[src/motor_cfg_pkg.sv]
// Constants, field layout and bus and algorithm types of the closed-loop motor setup bank.
// Assumes one 40 MHz core clock; the bus side is a classic Wishbone slave.
package motor_cfg_pkg;

   // Core clock rate
   localparam int unsigned CLK_KHZ = 40000;

   // Byte offsets on the register bus
   localparam logic [7:0] CFG_OFFSET    = 8'h88;
   localparam logic [7:0] STOP_OFFSET   = 8'h8c;
   localparam logic [7:0] STATUS_OFFSET = 8'h90;

   // Reset values
   localparam logic [31:0] CFG_RESET  = 32'h0000_0000;
   localparam logic [2:0]  STOP_RESET = 3'h0;

   // Field positions of closed_loop_settings_one
   localparam int ACC_MSB      = 29;
   localparam int ACC_LSB      = 25;
   localparam int OVM_BIT      = 30;
   localparam int DSRC_BIT     = 24;
   localparam int DEC_MSB      = 23;
   localparam int DEC_LSB      = 19;
   localparam int FREQ_MSB     = 18;
   localparam int FREQ_LSB     = 15;
   localparam int MODE_BIT     = 14;
   localparam int WHEN_MSB     = 13;
   localparam int WHEN_LSB     = 12;
   localparam int DIV_MSB      = 11;
   localparam int DIV_LSB      = 8;
   localparam int SPAN_BIT     = 7;
   localparam int FLOOR_MSB    = 6;
   localparam int FLOOR_LSB    = 4;
   localparam int SURGE_BIT    = 3;
   localparam int DTCOMP_BIT   = 2;
   localparam int VLOOP_BIT    = 1;
   localparam int LOWSTOP_BIT  = 0;

   // Field codes
   localparam logic [4:0] DECEL_NO_LIMIT  = 5'h1f;
   localparam int unsigned FREQ_BASE_KHZ  = 10;
   localparam int unsigned FREQ_STEP_KHZ  = 5;
   localparam logic [3:0] FREQ_LAST_CODE  = 4'hd;
   localparam logic [1:0] WHEN_BOTH       = 2'h0;
   localparam logic [1:0] WHEN_CLOSED     = 2'h1;
   localparam logic [1:0] WHEN_FIRST_TRY  = 2'h2;
   localparam logic [2:0] FLOOR_LAST_CODE = 3'h5;
   localparam logic [3:0] DIV_ONE         = 4'h1;

   // Back-EMF floor in mV for codes 0..5
   localparam logic [7:0] FLOOR_MV [0:5] = '{8'h01, 8'h02, 8'h05, 8'h0a, 8'h14, 8'h1e};

   // Motor stop method codes
   localparam logic [2:0] STOP_HIZ    = 3'h0;
   localparam logic [2:0] STOP_RECIRC = 3'h1;
   localparam logic [2:0] STOP_LOW    = 3'h2;

   // Carrier period counter width (10 kHz needs 4000 cycles)
   localparam int PERIOD_W = 12;

   // One bus request as sampled
   typedef struct packed {
      logic [7:0]  adr;
      logic [31:0] dat;
      logic [3:0]  sel;
      logic        we;
   } wb_req_type;

   // Motor phase reported by the control algorithm
   typedef struct packed {
      logic driven;
      logic align;
      logic open_loop;
      logic closed_loop;
      logic first_attempt;
   } motion_state_type;

   // Deceleration command handed to the speed ramp
   typedef struct packed {
      logic       limit_on;
      logic       from_accel;
      logic       unlimited;
      logic [4:0] rate_code;
   } decel_cmd_type;

endpackage

[src/closed_loop_motor_config.sv]
// Closed-loop setup register bank and the logic that applies its fields.
// Assumes a classic Wishbone master on ref_clk and an algorithm on the same clock.
//
// Summary of operation
// Decel rate bits 23:19, 1Fh unlimited
// Decel field used only surge off, source zero
// Source select one decelerates at accel rate
// Bits 18:15 set 10..75 kHz carrier
// Bit 14 picks continuous or discontinuous modulation
// Bits 13:12 choose loops producing speed pulse
// Bits 11:8 divide speed pulse, 0/1 equal
// Bit 7 extends pulse until back-EMF low
// Bits 6:4 pick back-EMF floor 1..30 mV
// Bit 0 picks recirculation low-speed stop action
// Recirculation is stop method code one
//
// Implementation choices: the Wishbone interface to the registers and the placing of the registers.
`timescale 1ns/1ps
module closed_loop_motor_config (
   // Clock and reset
   input  wire logic                            ref_clk,
   input  wire logic                            arst_n,
   // Wishbone slave
   input  wire logic                            wb_cyc_i,
   input  wire logic                            wb_stb_i,
   input  wire logic                            wb_we_i,
   input  wire logic [7:0]                      wb_adr_i,
   input  wire logic [31:0]                     wb_dat_i,
   input  wire logic [3:0]                      wb_sel_i,
   output logic [31:0]                          wb_dat_o,
   output logic                                 wb_ack_o,
   // Algorithm state
   input  wire motor_cfg_pkg::motion_state_type motion,
   input  wire logic                            elec_edge,
   input  wire logic [7:0]                      backemf_mv,
   // Applied settings
   output motor_cfg_pkg::decel_cmd_type         decel_cmd,
   output logic [4:0]                           closed_loop_accel_rate,
   output logic                                 svm_discontinuous,
   output logic                                 overmod_enable,
   output logic                                 deadtime_comp_enable,
   output logic                                 velocity_loop_off,
   output logic [motor_cfg_pkg::PERIOD_W-1:0]   carrier_period,
   output logic                                 carrier_tick,
   output logic                                 speed_pulse_output,
   output logic [2:0]                           stop_action
);
   localparam int PW = motor_cfg_pkg::PERIOD_W;

   // One-hot bus states
   typedef enum logic [1:0] {
      BUS_IDLE = 2'b01,
      BUS_ACK  = 2'b10
   } bus_state_type;

   // Bus side
   bus_state_type             bus_state_reg;
   bus_state_type             bus_state_next;
   motor_cfg_pkg::wb_req_type req;

   // Register storage
   logic [31:0]               cfg_reg;
   logic [31:0]               cfg_next;
   logic [2:0]                stop_reg;
   logic [2:0]                stop_next;
   logic [31:0]               rd_next;
   logic [31:0]               status_word;

   // Request decode
   logic                      take;
   logic                      hit_cfg;
   logic                      hit_stop;
   logic                      hit_status;

   // Decoded fields
   logic [4:0]                decel_field;
   logic [4:0]                accel_field;
   logic                      decel_src;
   logic                      surge_guard_enable;
   logic [3:0]                freq_field;
   logic [1:0]                when_field;
   logic [3:0]                div_field;
   logic                      span_field;
   logic [2:0]                floor_field;
   logic                      low_stop_field;

   // Applied settings
   logic [3:0]                freq_code_reg;
   logic [PW-1:0]             period_tab [0:15];
   motor_cfg_pkg::decel_cmd_type decel_next;
   logic                      loop_allows;
   logic                      floor_valid;
   logic [7:0]                floor_mv;
   logic                      above_floor;
   logic                      pulse_enable;
   logic [2:0]                stop_action_next;

   // Address decode, used for both reads and writes
   // Bits 1:0 are ignored
   function automatic logic is_at(input logic [7:0] adr, input logic [7:0] off);
      is_at = (adr[7:2] == off[7:2]);
   endfunction

   // Bus request bundle and decode
   assign req        = '{adr: wb_adr_i, dat: wb_dat_i, sel: wb_sel_i, we: wb_we_i};
   assign take       = wb_cyc_i && wb_stb_i && (bus_state_reg == BUS_IDLE);
   assign hit_cfg    = is_at(req.adr, motor_cfg_pkg::CFG_OFFSET);
   assign hit_stop   = is_at(req.adr, motor_cfg_pkg::STOP_OFFSET);
   assign hit_status = is_at(req.adr, motor_cfg_pkg::STATUS_OFFSET);

   // Byte-lane write merge for the setup word
   // Unselected lanes keep their bytes
   generate
      for (genvar b = 0; b < 4; b++)
      begin : g_lane
         assign cfg_next[8*b+7:8*b] = (take && req.we && hit_cfg && req.sel[b]) ?
                                      req.dat[8*b+7:8*b] : cfg_reg[8*b+7:8*b];
      end
   endgenerate

   // Stop method sits in lane 0 only
   // Upper bits read back as zero
   assign stop_next = (take && req.we && hit_stop && req.sel[0]) ? req.dat[2:0] : stop_reg;

   // Read mux; unmapped offsets answer with zero
   // Status: code, stop action, pulse
   assign status_word = {16'h0000, freq_code_reg, 5'h00, stop_action,
                         2'b00, pulse_enable, speed_pulse_output};
   assign rd_next = hit_cfg    ? cfg_reg :
                    hit_stop   ? {29'h0, stop_reg} :
                    hit_status ? status_word : 32'h0000_0000;

   // One wait state: ack the cycle after the strobe, then drop it
   // No second take in the ack cycle
   assign bus_state_next = take ? BUS_ACK : BUS_IDLE;

   // Bus slave state and registers
   // Writes land at the take edge
   // Read data is zero outside ack
   always_ff @(posedge ref_clk or negedge arst_n)
   begin
      if (!arst_n)
      begin
         bus_state_reg <= BUS_IDLE;
         wb_ack_o      <= 1'b0;
         wb_dat_o      <= 32'h0000_0000;
         cfg_reg       <= motor_cfg_pkg::CFG_RESET;
         stop_reg      <= motor_cfg_pkg::STOP_RESET;
      end
      else
      begin
         bus_state_reg <= bus_state_next;
         wb_ack_o      <= take;
         wb_dat_o      <= take ? rd_next : 32'h0000_0000;
         cfg_reg       <= cfg_next;
         stop_reg      <= stop_next;
      end
   end

   // Field extraction
   // Parity bit 31 is stored, unused
   assign decel_field        = cfg_reg[motor_cfg_pkg::DEC_MSB:motor_cfg_pkg::DEC_LSB];
   assign accel_field        = cfg_reg[motor_cfg_pkg::ACC_MSB:motor_cfg_pkg::ACC_LSB];
   assign decel_src          = cfg_reg[motor_cfg_pkg::DSRC_BIT];
   assign surge_guard_enable = cfg_reg[motor_cfg_pkg::SURGE_BIT];
   assign freq_field         = cfg_reg[motor_cfg_pkg::FREQ_MSB:motor_cfg_pkg::FREQ_LSB];
   assign when_field         = cfg_reg[motor_cfg_pkg::WHEN_MSB:motor_cfg_pkg::WHEN_LSB];
   assign div_field          = cfg_reg[motor_cfg_pkg::DIV_MSB:motor_cfg_pkg::DIV_LSB];
   assign span_field         = cfg_reg[motor_cfg_pkg::SPAN_BIT];
   assign floor_field        = cfg_reg[motor_cfg_pkg::FLOOR_MSB:motor_cfg_pkg::FLOOR_LSB];
   assign low_stop_field     = cfg_reg[motor_cfg_pkg::LOWSTOP_BIT];

   // Plain pass-through settings
   // modulation style select
   assign svm_discontinuous      = cfg_reg[motor_cfg_pkg::MODE_BIT];

   // Used by the algorithm as is
   assign overmod_enable         = cfg_reg[motor_cfg_pkg::OVM_BIT];
   assign deadtime_comp_enable   = cfg_reg[motor_cfg_pkg::DTCOMP_BIT];
   assign velocity_loop_off      = cfg_reg[motor_cfg_pkg::VLOOP_BIT];
   assign closed_loop_accel_rate = accel_field;

   // Deceleration source selection
   // field only with surge off
   assign decel_next.limit_on   = !surge_guard_enable;

   // source one takes accel rate
   assign decel_next.from_accel = decel_src;
   assign decel_next.rate_code  = decel_src ? accel_field : decel_field;

   // code 1Fh lifts the limit
   assign decel_next.unlimited  = (decel_next.rate_code == motor_cfg_pkg::DECEL_NO_LIMIT);

   // Carrier period per code, computed at elaboration
   // Divide rounds down, carrier a touch fast
   generate
      for (genvar c = 0; c < 16; c++)
      begin : g_period
         localparam int unsigned KHZ = motor_cfg_pkg::FREQ_BASE_KHZ +
                                       motor_cfg_pkg::FREQ_STEP_KHZ * c;
         assign period_tab[c] = PW'(motor_cfg_pkg::CLK_KHZ / KHZ);
      end
   endgenerate

   // carrier from frequency field
   // Codes Eh and Fh keep the last usable rate rather than stall the bridge
   // Latched code shows in status
   always_ff @(posedge ref_clk or negedge arst_n)
   begin
      if (!arst_n)
      begin
         freq_code_reg <= 4'h0;
      end
      else if (freq_field <= motor_cfg_pkg::FREQ_LAST_CODE)
      begin
         freq_code_reg <= freq_field;
      end
   end

   // Carrier period registered for the timer and outside
   // Reset value is the code 0 period
   always_ff @(posedge ref_clk or negedge arst_n)
   begin
      if (!arst_n)
      begin
         carrier_period <= PW'(motor_cfg_pkg::CLK_KHZ / motor_cfg_pkg::FREQ_BASE_KHZ);
      end
      else
      begin
         carrier_period <= period_tab[freq_code_reg];
      end
   end

   // Switching period marks
   // New period taken at next wrap
   pwm_carrier_timer #(
      .W (PW)
   ) u_carrier (
      .ref_clk      (ref_clk),
      .arst_n       (arst_n),
      .period       (carrier_period),
      .carrier_tick (carrier_tick)
   );

   // loop phases that allow the pulse
   // Code 2: open loop only on the first try, closed loop always
   // Code 3 keeps the pulse off
   assign loop_allows = (when_field == motor_cfg_pkg::WHEN_BOTH)
                           ? (motion.open_loop || motion.closed_loop) :
                        (when_field == motor_cfg_pkg::WHEN_CLOSED)
                           ? motion.closed_loop :
                        (when_field == motor_cfg_pkg::WHEN_FIRST_TRY)
                           ? (motion.closed_loop ||
                              (motion.open_loop && motion.first_attempt)) :
                        1'b0;

   // back-EMF floor lookup
   // Codes 6 and 7 have no floor, so coasting never holds the pulse
   // Magnitude only, sign folded upstream
   assign floor_valid = (floor_field <= motor_cfg_pkg::FLOOR_LAST_CODE);
   assign floor_mv    = floor_valid ? motor_cfg_pkg::FLOOR_MV[floor_field] : 8'hff;
   assign above_floor = floor_valid && (backemf_mv >= floor_mv);

   // active span: driven, or coasting above floor
   assign pulse_enable = loop_allows &&
                         (motion.driven || (span_field && above_floor));

   // Clears while disabled, starts in phase
   // divide by pole-pair code
   speed_pulse_div u_pulse (
      .ref_clk   (ref_clk),
      .arst_n    (arst_n),
      .enable    (pulse_enable),
      .divide    (div_field),
      .elec_edge (elec_edge),
      .pulse_out (speed_pulse_output)
   );

   // Other cases pass the method through
   // recirculation is stop code one
   // low-speed choice in align or open loop
   assign stop_action_next = ((stop_reg == motor_cfg_pkg::STOP_RECIRC) &&
                              (motion.align || motion.open_loop))
                              ? (low_stop_field ? motor_cfg_pkg::STOP_LOW
                                                : motor_cfg_pkg::STOP_HIZ)
                              : stop_reg;

   // Registered commands to the algorithm
   // One cycle behind the register
   always_ff @(posedge ref_clk or negedge arst_n)
   begin
      if (!arst_n)
      begin
         decel_cmd   <= '0;
         stop_action <= motor_cfg_pkg::STOP_HIZ;
      end
      else
      begin
         decel_cmd   <= decel_next;
         stop_action <= stop_action_next;
      end
   end
endmodule // closed_loop_motor_config

[src/pwm_carrier_timer.sv]
// Free-running carrier counter that marks the start of every switching period.
// Assumes the period input comes from logic on the same clock.
`timescale 1ns/1ps
module pwm_carrier_timer #(
   parameter int W = 12
) (
   // Clock and reset
   input  wire logic         ref_clk,
   input  wire logic         arst_n,
   // Period in core cycles
   input  wire logic [W-1:0] period,
   // One-cycle mark at period start
   output logic              carrier_tick
);
   logic [W-1:0] count_reg;
   logic [W-1:0] count_next;
   logic         wrap;

   // New period only taken at the wrap, so no runt period appears
   assign wrap       = (count_reg == '0);
   assign count_next = wrap ? period - W'(1) : count_reg - W'(1);

   // Down counter and tick
   always_ff @(posedge ref_clk or negedge arst_n)
   begin
      if (!arst_n)
      begin
         count_reg    <= '0;
         carrier_tick <= 1'b0;
      end
      else
      begin
         count_reg    <= count_next;
         carrier_tick <= wrap;
      end
   end
endmodule // pwm_carrier_timer

[src/speed_pulse_div.sv]
// Divides the electrical half-cycle marks down to the speed pulse square wave.
// Assumes elec_edge is a one-cycle mark from logic on the same clock.
`timescale 1ns/1ps
module speed_pulse_div (
   // Clock and reset
   input  wire logic       ref_clk,
   input  wire logic       arst_n,
   // Control
   input  wire logic       enable,
   input  wire logic [3:0] divide,
   input  wire logic       elec_edge,
   // Divided square wave
   output logic            pulse_out
);
   logic [3:0] count_reg;
   logic [3:0] last;
   logic       roll;

   // Codes 0 and 1 both divide by one
   assign last = (divide <= motor_cfg_pkg::DIV_ONE) ? 4'h0 : divide - 4'h1;
   assign roll = elec_edge && (count_reg >= last);

   // Toggle every divide edges; held low and cleared while disabled
   always_ff @(posedge ref_clk or negedge arst_n)
   begin
      if (!arst_n)
      begin
         count_reg <= 4'h0;
         pulse_out <= 1'b0;
      end
      else if (!enable)
      begin
         count_reg <= 4'h0;
         pulse_out <= 1'b0;
      end
      else if (roll)
      begin
         count_reg <= 4'h0;
         pulse_out <= !pulse_out;
      end
      else if (elec_edge)
      begin
         count_reg <= count_reg + 4'h1;
      end
   end
endmodule // speed_pulse_div
[config.mk]
export PLATFORM = sky130hd
export DESIGN_NAME = closed_loop_motor_config
export DESIGN_NICKNAME = d
export VERILOG_FILES = /design/src/motor_cfg_pkg.sv /design/src/closed_loop_motor_config.sv /design/src/pwm_carrier_timer.sv /design/src/speed_pulse_div.sv
export SDC_FILE = /design/constraint.sdc
export NUM_CORES = 1
export LEC_CHECK = 0
export ABC_AREA = 1
export BUFFER_PORTS_ARGS = -buffer_cell sky130_fd_sc_hd__buf_2
export CAP_MARGIN = 10
export CELL_PAD_IN_SITES_DETAIL_PLACEMENT = 1
export CELL_PAD_IN_SITES_GLOBAL_PLACEMENT = 2
export CORE_MARGIN = 4
export CORE_UTILIZATION = 33
export CTS_BUF_LIST = sky130_fd_sc_hd__clkbuf_4 sky130_fd_sc_hd__clkbuf_8
export CTS_CLUSTER_SIZE = 10
export DETAILED_ROUTE_END_ITERATION = 12
export PLACE_DENSITY_LB_ADDON = 0.1
export REMOVE_ABC_BUFFERS = 1
export SETUP_SLACK_MARGIN = 0.2
export SLEW_MARGIN = 20
export SYNTH_ARGS = -nofsm -noshare
export SYNTH_HDL_FRONTEND = slang
export SYNTH_SLANG_ARGS = --single-unit
[constraint.sdc]
create_clock -name ref_clk -period 2.65 [get_ports ref_clk]
set_input_delay 0.265 -clock ref_clk [delete_from_list [all_inputs] [get_ports ref_clk]]
set_output_delay 0.265 -clock ref_clk [all_outputs]
set_load 0.005 [all_outputs]
==> impl_results.md <==
- RSZ-0062 raised after global routing: false
- CP Launch Type: flip-flop
- Antenna diodes: 0
- Die Footprint: 18700 um2
- FF+latch count, synth: 114
- CP arrival: 2550 ps
- CTS tree: yes
- Total track usage: 16.8%
- Top_reg_cell synth: dfrtp_1
- Final nets: 837
- Antenna-violating nets left: 0
- Final wirelength: 15.0 mm
- Highest-count cells in the layout ignoring fill and taps: 128 x nand2_1, 126 x buf_2, 107 x dfrtp_1, 87 x inv_1, 66 x nor2_1
- Filler Cell Count: 1933
- Peak VDD IR: 0.372 mV
- Async SR Flop Fraction: 100%
- Minimum clock period: 2240 ps
- Via count: 4509
- Most common cell after layout, fill and taps aside: nand2_1
- Post-Place Cells: 949
- Num ports: 130
- Slowest cell on crit path: dfrtp_1
- Initial antenna violation count: 0
- Hold WS: 71.8 ps
- Cell mode on critical path: nor2_1
- CP endpoint kind: flip-flop
- CP Data Required Time: 2970 ps
- Static Leakage: 3.53 nW
- Layout cells sized above 1: 28.7%
- Synthesized cell area: 5480 um2
- Cell row count: 46
- Routed WL per cell: 15.3 um
- Tcrit/Tclk final: 84.4%
- # DRC: 0
- Cells after Synth: 620
- Hold crit path type: input port to flip-flop
- Clk_skew: 13.5 ps
- Max_cap viols: 0
- Worst path top cell family by delay: simple AND/OR/NAND/NOR gates
- GP Congestion: 0.837
- Width of the die: 137 um
- Largest net degree at the start of global routing: 72
- IO buf count: 127
- Vias in the first global route: 4927
- Area Overhead vs Synth: 24.2%
- Post-synthesis cell type count: 39
- Worst stage delay on the critical path: 390 ps
- Sequential share of the synthesized area: 52.3%
- Number of synthesized flops with an enable pin: 0
- Status: completed
- Fin. max-slew vios: 0
- Fin. Hold Viols: 0
- PnR Total Power: 4.58 mW
- Placeable Area: 16100 um2
- Clk sinks: 114
- Worst-Margin Slew: 637 ps
- Num CTS Buffers: 17
- Pwr Density: 673 nW/um2
- First-pass GRT wire length: 24.5 mm
- WP buf/inv: 3
- Critical path class: flip-flop to flip-flop
- CP Cell Sequence: buf_4, ha_1, nor2_1, nor3_1, or2_2, ha_4, inv_1, nor2_1, o211ai_1, nand3_1, nand2_2, inv_2, nor2_1, nand3_1, nand2_1
- Cell Count, Final, Fillers Out: 983
- Post-DP HPWL: 11.4 mm
- Die H: 137 um
- Slew HR: 57.3%
- Initial DRC Count: 140
- Final Util: 42.4%
- H-Tree Depth: 4
- Worst-path maximum fanout: 4
- Pre-Repair DR Iteration Count: 4
- GRT overflow: 0
- Initial Util: 34.1%
- Setup TNS: 0 ps
- Synth Warn #: 0
- Post-DR vias/cell: 4.59
- Avg Cell Area, Syn: 8.83 um2
- CTS Root Cell: clkbuf_8
- Clock transition at path regs: 80 ps
- Clk_lat worst skew: 430 ps
- Setup-failing EPs final: 0
- Clock buffer depth: 2
- Fmax: 0.447 GHz
tightest hold or removal path: stages:
cell	delay (ps)
buf_2	70
nor2_1	40
a21oi_2	90
cell type report:
cell class / instances / area (um2) / area share [%]
Clock buffer: 23 / 304 / 4.47
Tap cell: 216 / 270 / 3.97
Timing Repair Buffer: 137 / 728 / 10.7
Inverter: 91 / 347 / 5.09
Multi-Input combinational cell: 393 / 2140 / 31.4
Sequential cell: 114 / 2860 / 42.1
Clock inverter: 9 / 154 / 2.26
worst paths after layout:
kind | depth (start not counted) | endpoint | from | slack [ps]
min in group asynchronous | 2 | u_carrier.count_reg[1] | arst_n | 320
min | 3 | cfg_reg[8] | wb_dat_i[8] | 70
max | 15 | u_pulse.count_reg[3] | cfg_reg[8] | 410
max in group asynchronous | 3 | bus_state_reg[0] | arst_n | 1570
max reg2reg | 15 | u_pulse.count_reg[3] | cfg_reg[8] | 410
min reg2reg | 1 | decel_cmd[7] | cfg_reg[3] | 440
synthesized netlist by cell type, types with 2 or more instances:
master	instances	share of area, %
nand2_1	130	8.9
nand3b_1	6	0.82
buf_4	6	0.82
clkbuf_1	8	0.55
xor2_1	6	0.96
a31oi_1	6	0.69
nand4_1	2	0.23
inv_1	88	6.0
ha_1	20	4.6
o21ai_1	20	1.8
nand3_4	5	1.6
o22ai_1	4	0.46
nor3_2	2	0.37
inv_2	2	0.14
buf_6	6	1.2
dfstp_2	7	3.4
nand3_1	26	2.4
or2_2	3	0.34
nor2_4	3	0.62
nor3_1	18	1.6
nor2_2	6	0.69
a21oi_2	13	2.1
dfrtp_1	107	49
nor2_1	67	4.6
a211oi_1	2	0.27
a21oi_1	22	2.0
o21ai_0	23	2.1
metrics by stage:
stage | setup WS [ps] | cell area [um2]
final | 414 | 6800
after CTS | 272 | 6770
after floorplan | 562 | 5330
after global routing | 197 | 6800
after detailed placement | 308 | 6310
after global placement | 391 | 6310
where the power goes:
group / internal [mW] / leakage, nW / total, mW / switching (mW)
combinational: 0.259 / 1.91 / 0.649 / 0.390
clock: 1.15 / 0.229 / 1.87 / 0.720
sequential: 1.91 / 1.40 / 2.07 / 0.157
total: 3.31 / 3.53 / 4.58 / 1.27
per-layer routing:
metal	up-vias	share of wire [%]	track usage, %
met5	-	0	0
met4	0	0.79	4.38
met3	11	4.6	4.41
met2	91	51	29.3
met1	2185	44	20.8
li1	2222	-	-
timing repair:
item | 4_1_cts | 5_1_grt
hold buffers | 1 | 0
buffers inserted | 0 | 1
endpoints found under the setup margin | 0 | 5
hold endpoints to repair | 23 | 0
resized for setup | 0 | 6
cells by family (layout without fill, tap and decap cells):
kind of cell,after synthesis,in the layout,share of synthesized area [%]
xor gates and xnor gates,7,7,1.12
DFF,114,114,52.3
adders and majority gates,20,20,4.57
AOI/OAI and AO/OA,93,93,9.85
and+or+nand+nor,273,273,23.1
buffers and inverters,113,260,9.09
No activity file was read; power rests on OpenSTA's default activity.
